===== config.mk =====
export PLATFORM = sky130hd
export DESIGN_NAME = optical_auto_calibration
export DESIGN_NICKNAME = d
export VERILOG_FILES = /design/src/include/optical_auto_calibration_pkg.sv /design/src/core/optical_auto_calibration.sv
export VERILOG_INCLUDE_DIRS = /design/src /design/src/include
export SDC_FILE = /design/constraint.sdc
export NUM_CORES = 1
export LEC_CHECK = 0
export ABC_AREA = 1
export BUFFER_PORTS_ARGS = -buffer_cell sky130_fd_sc_hd__buf_2
export CAP_MARGIN = 20
export CORE_ASPECT_RATIO = 1.75
export CORE_UTILIZATION = 45
export CTS_CLUSTER_DIAMETER = 120
export DETAILED_ROUTE_END_ITERATION = 6
export PLACE_DENSITY = 0.81
export SKIP_LAST_GASP = 1
export SYNTH_ARGS = -nofsm -noshare
export SYNTH_HDL_FRONTEND = slang
export SYNTH_SLANG_ARGS = --single-unit

===== constraint.sdc =====
create_clock -name clk -period 1.65 [get_ports clk]
set_clock_uncertainty 0.15 [all_clocks]
set_input_delay 0.33 -clock clk [delete_from_list [all_inputs] [get_ports clk]]
set_output_delay 0.33 -clock clk [all_outputs]
set_load 0.02 [all_outputs]

===== src/include/optical_auto_calibration_defs.svh =====
// What this block does
// - Ramp drive from zero up to 14 mA
// - Calibration target is half the supply
// - Success indicator pulses exactly three times
// - Drive frozen until next calibration request
// - Ramp at maximum without target: failure stays on
// - Locked drive stored non-volatile, restored at power-up
// - When calibrated, upper trip output above two thirds supply
// - When calibrated, lower trip output below one third supply
// - When calibrated, upper indicator lit beyond upper trip point
// - When calibrated, lower indicator lit beyond lower trip point
`ifndef OPTICAL_AUTO_CALIBRATION_DEFS_SVH
`define OPTICAL_AUTO_CALIBRATION_DEFS_SVH

// ----------------------------------------
// Timing
// ----------------------------------------
`define OAC_CLK_PERIOD_NS 5
`define OAC_RAMP_STEP_NS 1000
`define OAC_RAMP_STEP_CYCLES ((`OAC_RAMP_STEP_NS + `OAC_CLK_PERIOD_NS - 1) / `OAC_CLK_PERIOD_NS)
`define OAC_BLINK_MS 250
`define OAC_BLINK_CYCLES (`OAC_BLINK_MS * 1000000 / `OAC_CLK_PERIOD_NS)
`define OAC_BLINK_PULSES 3

// ----------------------------------------
// Levels and drive
// ----------------------------------------
`define OAC_LEVEL_W 10
`define OAC_CAL_TARGET 10'h200
`define OAC_UPPER_TRIP 10'h2AA
`define OAC_LOWER_TRIP 10'h155
`define OAC_DRIVE_W 8
`define OAC_DRIVE_MAX_UA 14000
`define OAC_DRIVE_ZERO 8'h00
`define OAC_DRIVE_MAX 8'hFF

// ----------------------------------------
// Register map
// ----------------------------------------
`define OAC_ADDR_W 5
`define OAC_REG_CTRL 5'h00
`define OAC_REG_STATUS 5'h04
`define OAC_REG_MASK 5'h08
`define OAC_REG_DRIVE 5'h0C
`define OAC_REG_LEVEL 5'h10
`define OAC_CTRL_START 0
`define OAC_EV_W 4
`define OAC_EV_DONE 0
`define OAC_EV_FAIL 1
`define OAC_EV_UPPER 2
`define OAC_EV_LOWER 3
`define OAC_MASK_RESET 4'h0
`define OAC_DRIVE_STATE_LSB 8

`endif


===== src/include/optical_auto_calibration_pkg.sv =====
`include "optical_auto_calibration_defs.svh"

package optical_auto_calibration_pkg;

	typedef enum logic [2:0]
	{
		ST_RESTORE,
		ST_IDLE,
		ST_RAMP,
		ST_BLINK,
		ST_LOCKED,
		ST_FAIL
	} cal_state_t;

	// Word exchanged with the non-volatile store
	typedef struct packed
	{
		logic                     valid;
		logic [`OAC_DRIVE_W-1:0]  code;
	} nv_word_t;

endpackage


===== src/core/optical_auto_calibration.sv =====
// Local design decisions: the register addresses and the address-and-strobe port.
`timescale 1ns/1ps
`include "optical_auto_calibration_defs.svh"

module optical_auto_calibration #(
	parameter int unsigned BLINK_CYCLES = `OAC_BLINK_CYCLES
) (
	input  wire logic                              clk,
	input  wire logic                              srst,
	input  wire logic                              cal_req_n,
	input  wire logic [`OAC_LEVEL_W-1:0]           sense_level,
	input  wire optical_auto_calibration_pkg::nv_word_t nv_restore,
	output      optical_auto_calibration_pkg::nv_word_t nv_store,
	output      logic [`OAC_DRIVE_W-1:0]           drive_code,
	output      logic                              success_indicator,
	output      logic                              failure_indicator,
	output      logic                              upper_trip_indicator,
	output      logic                              lower_trip_indicator,
	output      logic                              trip_out_upper,
	output      logic                              trip_out_lower,
	output      logic                              calibrated,
	input  wire logic [`OAC_ADDR_W-1:0]            reg_addr,
	input  wire logic [31:0]                       reg_wdata,
	input  wire logic                              reg_wr,
	input  wire logic                              reg_rd,
	output      logic [31:0]                       reg_rdata,
	output      logic                              irq
);

	// ----------------------------------------
	// Helpers
	// ----------------------------------------
	function automatic logic reg_hit(
		input logic                   strobe,
		input logic [`OAC_ADDR_W-1:0] addr,
		input logic [`OAC_ADDR_W-1:0] offset
	);
		reg_hit = strobe && (addr == offset);
	endfunction

	localparam logic [7:0] RAMP_STEP_LAST = 8'(`OAC_RAMP_STEP_CYCLES - 1);
	localparam logic [31:0] BLINK_LAST = 32'(BLINK_CYCLES - 1);
	localparam logic [2:0] BLINK_PHASES = 3'(2 * `OAC_BLINK_PULSES);

	// ----------------------------------------
	// State
	// ----------------------------------------
	optical_auto_calibration_pkg::cal_state_t state;
	optical_auto_calibration_pkg::cal_state_t next_state;

	logic                     req_n_prev;
	logic [7:0]               step_cnt;
	logic [31:0]              blink_cnt;
	logic [2:0]               blink_phase;
	logic [`OAC_EV_W-1:0]     status;
	logic [`OAC_EV_W-1:0]     mask;
	logic [`OAC_DRIVE_W-1:0]  next_drive;
	logic                     next_success;
	logic                     next_failure;

	// ----------------------------------------
	// Decode
	// ----------------------------------------
	wire sw_start    = reg_hit(reg_wr, reg_addr, `OAC_REG_CTRL) && reg_wdata[`OAC_CTRL_START];
	wire pin_start   = req_n_prev && !cal_req_n;
	wire start       = pin_start || sw_start;
	wire step_tick   = (step_cnt == RAMP_STEP_LAST);
	wire blink_tick  = (blink_cnt == BLINK_LAST);
	wire target_hit  = (sense_level >= `OAC_CAL_TARGET);
	wire drive_top   = (drive_code == `OAC_DRIVE_MAX);
	wire is_locked   = (state == optical_auto_calibration_pkg::ST_LOCKED)
		|| (state == optical_auto_calibration_pkg::ST_BLINK);
	wire upper_now   = is_locked && (sense_level > `OAC_UPPER_TRIP);
	wire lower_now   = is_locked && (sense_level < `OAC_LOWER_TRIP);
	wire ramp_state  = (state == optical_auto_calibration_pkg::ST_RAMP);
	wire lock_now    = ramp_state && step_tick && target_hit;
	wire fail_now    = ramp_state && step_tick && !target_hit && drive_top;
	wire status_rd   = reg_hit(reg_rd, reg_addr, `OAC_REG_STATUS);

	wire [`OAC_EV_W-1:0] events;
	assign events[`OAC_EV_DONE]  = lock_now;
	assign events[`OAC_EV_FAIL]  = fail_now;
	assign events[`OAC_EV_UPPER] = upper_now != trip_out_upper;
	assign events[`OAC_EV_LOWER] = lower_now != trip_out_lower;

	wire [`OAC_EV_W-1:0] next_status;

	// ----------------------------------------
	// Sequencer
	// ----------------------------------------
	always_comb
	begin
		next_state   = state;
		next_drive   = drive_code;
		next_success = success_indicator;
		next_failure = failure_indicator;
		if (start)
		begin
			next_state   = optical_auto_calibration_pkg::ST_RAMP;
			next_drive   = `OAC_DRIVE_ZERO;
			next_success = 1'b0;
			next_failure = 1'b0;
		end
		else
		begin
			case (state)
				optical_auto_calibration_pkg::ST_RESTORE:
				begin
					next_drive = nv_restore.valid ? nv_restore.code : `OAC_DRIVE_ZERO;
					next_state = nv_restore.valid ? optical_auto_calibration_pkg::ST_LOCKED
						: optical_auto_calibration_pkg::ST_IDLE;
				end
				optical_auto_calibration_pkg::ST_RAMP:
				begin
					if (lock_now)
					begin
						next_state   = optical_auto_calibration_pkg::ST_BLINK;
						next_success = 1'b1;
					end
					else if (fail_now)
					begin
						next_state   = optical_auto_calibration_pkg::ST_FAIL;
						next_failure = 1'b1;
					end
					else if (step_tick)
					begin
						next_drive = drive_code + 8'h01;
					end
				end
				optical_auto_calibration_pkg::ST_BLINK:
				begin
					// Lock lit the first pulse; last phase stays dark
					if (blink_tick)
					begin
						if (blink_phase == BLINK_PHASES - 3'h1)
						begin
							next_state   = optical_auto_calibration_pkg::ST_LOCKED;
							next_success = 1'b0;
						end
						else
						begin
							next_success = !success_indicator;
						end
					end
				end
				optical_auto_calibration_pkg::ST_IDLE,
				optical_auto_calibration_pkg::ST_LOCKED,
				optical_auto_calibration_pkg::ST_FAIL:
				begin
					next_state = state;
				end
				default:
				begin
					next_state = optical_auto_calibration_pkg::ST_IDLE;
				end
			endcase
		end
	end

	always_ff @(posedge clk)
	begin
		if (srst)
		begin
			state             <= optical_auto_calibration_pkg::ST_RESTORE;
			drive_code        <= `OAC_DRIVE_ZERO;
			success_indicator <= 1'b0;
			failure_indicator <= 1'b0;
			req_n_prev        <= 1'b1;
		end
		else
		begin
			state             <= next_state;
			drive_code        <= next_drive;
			success_indicator <= next_success;
			failure_indicator <= next_failure;
			req_n_prev        <= cal_req_n;
		end
	end

	// ----------------------------------------
	// Ramp and blink timers
	// ----------------------------------------
	always_ff @(posedge clk)
	begin
		if (srst || start || !ramp_state || step_tick)
		begin
			step_cnt <= 8'h00;
		end
		else
		begin
			step_cnt <= step_cnt + 8'h01;
		end
	end

	always_ff @(posedge clk)
	begin
		if (srst || start || state != optical_auto_calibration_pkg::ST_BLINK)
		begin
			blink_cnt   <= 32'h0000_0000;
			blink_phase <= 3'h0;
		end
		else if (blink_tick)
		begin
			blink_cnt   <= 32'h0000_0000;
			blink_phase <= blink_phase + 3'h1;
		end
		else
		begin
			blink_cnt <= blink_cnt + 32'h0000_0001;
		end
	end

	// ----------------------------------------
	// Non-volatile store of locked drive
	// ----------------------------------------
	wire lock_store = lock_now && !start;

	always_ff @(posedge clk)
	begin
		if (srst)
		begin
			nv_store <= '0;
		end
		else
		begin
			nv_store.valid <= lock_store;
			nv_store.code  <= drive_code;
		end
	end

	// ----------------------------------------
	// Trip outputs
	// ----------------------------------------
	always_ff @(posedge clk)
	begin
		if (srst)
		begin
			trip_out_upper <= 1'b0;
			trip_out_lower <= 1'b0;
		end
		else
		begin
			trip_out_upper <= upper_now;
			trip_out_lower <= lower_now;
		end
	end

	// ----------------------------------------
	// Trip indicators
	// ----------------------------------------
	always_ff @(posedge clk)
	begin
		if (srst)
		begin
			upper_trip_indicator <= 1'b0;
			lower_trip_indicator <= 1'b0;
		end
		else
		begin
			upper_trip_indicator <= upper_now;
			lower_trip_indicator <= lower_now;
		end
	end

	// ----------------------------------------
	// Calibrated flag, follows the state
	// ----------------------------------------
	wire next_cal = (next_state == optical_auto_calibration_pkg::ST_BLINK)
		|| (next_state == optical_auto_calibration_pkg::ST_LOCKED);

	always_ff @(posedge clk)
	begin
		if (srst)
		begin
			calibrated <= 1'b0;
		end
		else
		begin
			calibrated <= next_cal;
		end
	end

	// ----------------------------------------
	// Interrupt status, set wins over read clear
	// ----------------------------------------
	genvar i;
	generate
		for (i = 0; i < `OAC_EV_W; i++)
		begin : g_status
			assign next_status[i] = events[i] || (status[i] && !status_rd);
		end
	endgenerate

	always_ff @(posedge clk)
	begin
		if (srst)
		begin
			status <= '0;
			irq    <= 1'b0;
		end
		else
		begin
			status <= next_status;
			irq    <= |(next_status & mask);
		end
	end

	always_ff @(posedge clk)
	begin
		if (srst)
		begin
			mask <= `OAC_MASK_RESET;
		end
		else if (reg_hit(reg_wr, reg_addr, `OAC_REG_MASK))
		begin
			mask <= reg_wdata[`OAC_EV_W-1:0];
		end
	end

	// ----------------------------------------
	// Register read
	// ----------------------------------------
	wire [31:0] drive_word = {21'h0, 3'(state), drive_code};
	wire [31:0] rd_mux =
		(reg_addr == `OAC_REG_STATUS) ? {28'h0, status} :
		(reg_addr == `OAC_REG_MASK)   ? {28'h0, mask} :
		(reg_addr == `OAC_REG_DRIVE)  ? drive_word :
		(reg_addr == `OAC_REG_LEVEL)  ? {22'h0, sense_level} :
		32'h0000_0000;

	always_ff @(posedge clk)
	begin
		if (srst)
		begin
			reg_rdata <= 32'h0000_0000;
		end
		else if (reg_rd)
		begin
			reg_rdata <= rd_mux;
		end
		else
		begin
			reg_rdata <= 32'h0000_0000;
		end
	end

endmodule


==> flow_summary.json <==
{
  "worstSetupStartpointType": "flop",
  "fmax_ghz": 0.550,
  "wl_met2_microns": 8260,
  "maxSlewViolCount": 0,
  "design_area_sq_um": 6750,
  "drive_gt1_share_pct": 36.9,
  "drv_cap": 0,
  "dp_slack_ns": -0.220,
  "overflow": 0,
  "clk_pin_slew_ns": 0.07,
  "ys_types": 38,
  "async_flop_share_pct": 0,
  "grt_setup_unrepaired": "yes",
  "cts-root-buf": "clkbuf_16",
  "setup_viol": 45,
  "fin_util_pct": 65.9,
  "fin_crit_sh_pct": 110,
  "gp_congestion": 0.912,
  "wirelength_microns": 15000,
  "track_usage_pct": 26.8,
  "tns_ns": -3.98,
  "synth.most_common_cell": "nand2_1",
  "cts_buffer_depth": 2,
  "yosysTopAreaCellShare_pct": 37.7,
  "dr.max_layer_used": "met4",
  "ys_top_cells_by_count": "nand2_1 (146), inv_1 (104), nor2_1 (104)",
  "hpwlAfterDp_microns": 10300,
  "wl_met1_microns": 4840,
  "synth-main-ff-cell": "dfxtp_1",
  "regArea_sq_um": 1810,
  "setup_ws_ns": -0.167,
  "yosysWarnings": 0,
  "nFillCells": 835,
  "wl_met3_microns": 716,
  "antennaDiodeCount": 0,
  "grt_pass1_wl_microns": 22500,
  "cp_max_fo": 4,
  "total_power_mw": 4.90,
  "synthCells": 694,
  "period_needed_ns": 1.82,
  "syn_area_per_cell_sq_um": 6.81,
  "wl_per_cell_microns": 14.7,
  "timing.hold.ws_ns": 0.0188,
  "std_cell_rows": 49,
  "clk_latency_ns": 0.34,
  "ys_seq_area_share_pct": 37.7,
  "hold_class": "primary input to flop",
  "netlist_area_sq_um": 4720,
  "drt_iter0_drc": 274,
  "synth_edf_count": 0,
  "clock_sinks": 89,
  "hold_viol_final": 0,
  "ioPinCount": 118,
  "fp.dieW_microns": 79.4,
  "htree_levels": 3,
  "post_drt_via_cell_ratio": 5.18,
  "tritoncts": "done",
  "grt_pass1_vias": 5112,
  "antenna_found_initial": 0,
  "peakVddDrop_v": 0.000684,
  "crit_required_ns": 1.74,
  "crit_type": "flop to flop",
  "multi_input_area_sq_um": 2800,
  "cts_hold_buf": 0,
  "yosys-top-cells-area": "dfxtp_1 (38%), nand2_1 (12%), inv_1 (8.3%)",
  "drcViolationCount": 0,
  "arrival_ns": 1.91,
  "area_growth_pct": 42.9,
  "cp-end-kind": "flop",
  "final_cells": 1017,
  "ys_seq_elements": 89,
  "port_buffers": 68,
  "dp.cells": 981,
  "status": "complete, but fails checks",
  "numCtsBuffers": 9,
  "grt_max_degree": 17,
  "num-nets-final": 952,
  "yosysTopAreaCell": "dfxtp_1",
  "core_sq_um": 10200,
  "place_area_sq_um": 5900,
  "power_density_nw_per_um2": 727,
  "p_leak_nw": 3.12,
  "start_util_pct": 46.1,
  "die_area_sq_um": 10900,
  "drtPass1Iterations": 6,
  "die_h_microns": 138,
  "antenna_left": 0,
  "num_vias": 5271,
  "violations": "setup timing"
}
## critical path, stage by stage (launching register included)
cell and delay [ns]:
dfxtp_4 0.36, ha_4 0.14, nand3_4 0.11, buf_4 0.17, nor2_1 0.08, nand3_1 0.08
nor2_2 0.15, nand4_1 0.12, nand2_1 0.12, nand2_1 0.08, nand3_1 0.09, nand2_1 0.05
## cell type report
class,instances,share of cell area [%]
repair buffers,187,19.0
well taps,127,2.35
flip-flops and latches,89,26.8
clock buffers,9,3.34
repair inverters,1,0.130
clock inverters,6,0.779
multi-input cells,491,41.4
inverters,107,6.21
## logic make-up (layout without fill, tap and decap cells)
logic type      after synthesis  after routing  share of synthesized area (%)
buf+inv                     136            310                           13.0
flops                        89             89                           37.7
xor+xnor                     21             21                           3.89
fa+ha+maj                     5              5                           1.32
compound gates               73             73                           8.61
simple gates                369            371                           35.4
other cells                   1             21                         0.0794
## timing repair
| action | in CTS | in global routing |
|---|---|---|
| endpoints found under the hold margin | 0 | 0 |
| setup buffers | 8 | 11 |
| gates cloned | 0 | 3 |
| pin swaps | 21 | 28 |
| gates resized for setup | 55 | 75 |
| endpoints found under the setup margin | 49 | 61 |
## power breakdown
part           internal (mW)  total, mW  switching [mW]  leakage (nW)
logic                  0.259      0.699           0.440          2.26
clock network           1.04       1.98           0.941         0.130
registers               2.19       2.23          0.0333         0.730
## cells in the final DEF, fill, tap and decap left out, types with 7 or more instances in the layout
master and instances:
nand2_1 125, buf_4 109, inv_1 96, nor2_1 85, dfxtp_1 70, buf_2 68
nand3_1 32, nand4_1 23, nor3_1 21, a21oi_1 21, conb_1 21, nand2_2 19
dfxtp_2 18, nor2_2 17, xor2_1 16, o21ai_0 13, nor2_4 11, a21oi_2 11
o22ai_1 10, clkbuf_16 9, buf_6 9, inv_2 7, nand2_4 7
## final timing paths
check,from,end,slack (ns),cells after the start
max,blink_cnt[0]$_SDFF_PP0_,calibrated$_SDFF_PP0_,-0.17,11
min,cal_req_n,req_n_prev$_SDFF_PP1_,0.02,3
max reg2reg,blink_cnt[0]$_SDFF_PP0_,calibrated$_SDFF_PP0_,-0.17,11
min reg2reg,mask[3]$_SDFFE_PP0P_,mask[3]$_SDFFE_PP0P_,0.32,2
## state kept, by name, summed over array words and instances, names as in the netlist
name	cells
drive_code	8
req_n_prev	1
mask	4
reg_rdata	11
calibrated	1
blink_cnt	32
failure_indicator	1
success_indicator	1
blink_phase	3
irq	1
upper_trip_indicator	1
lower_trip_indicator	1
step_cnt	8
nv_store	9
state	3
status	4
## per-layer routing
layer,vias up,track usage [%]
met3,82,4.50
met1,2406,23.8
li1,2563,-
met4,0,19.9
met5,-,0
met2,220,52.1
(Power assumes the default switching activity.)
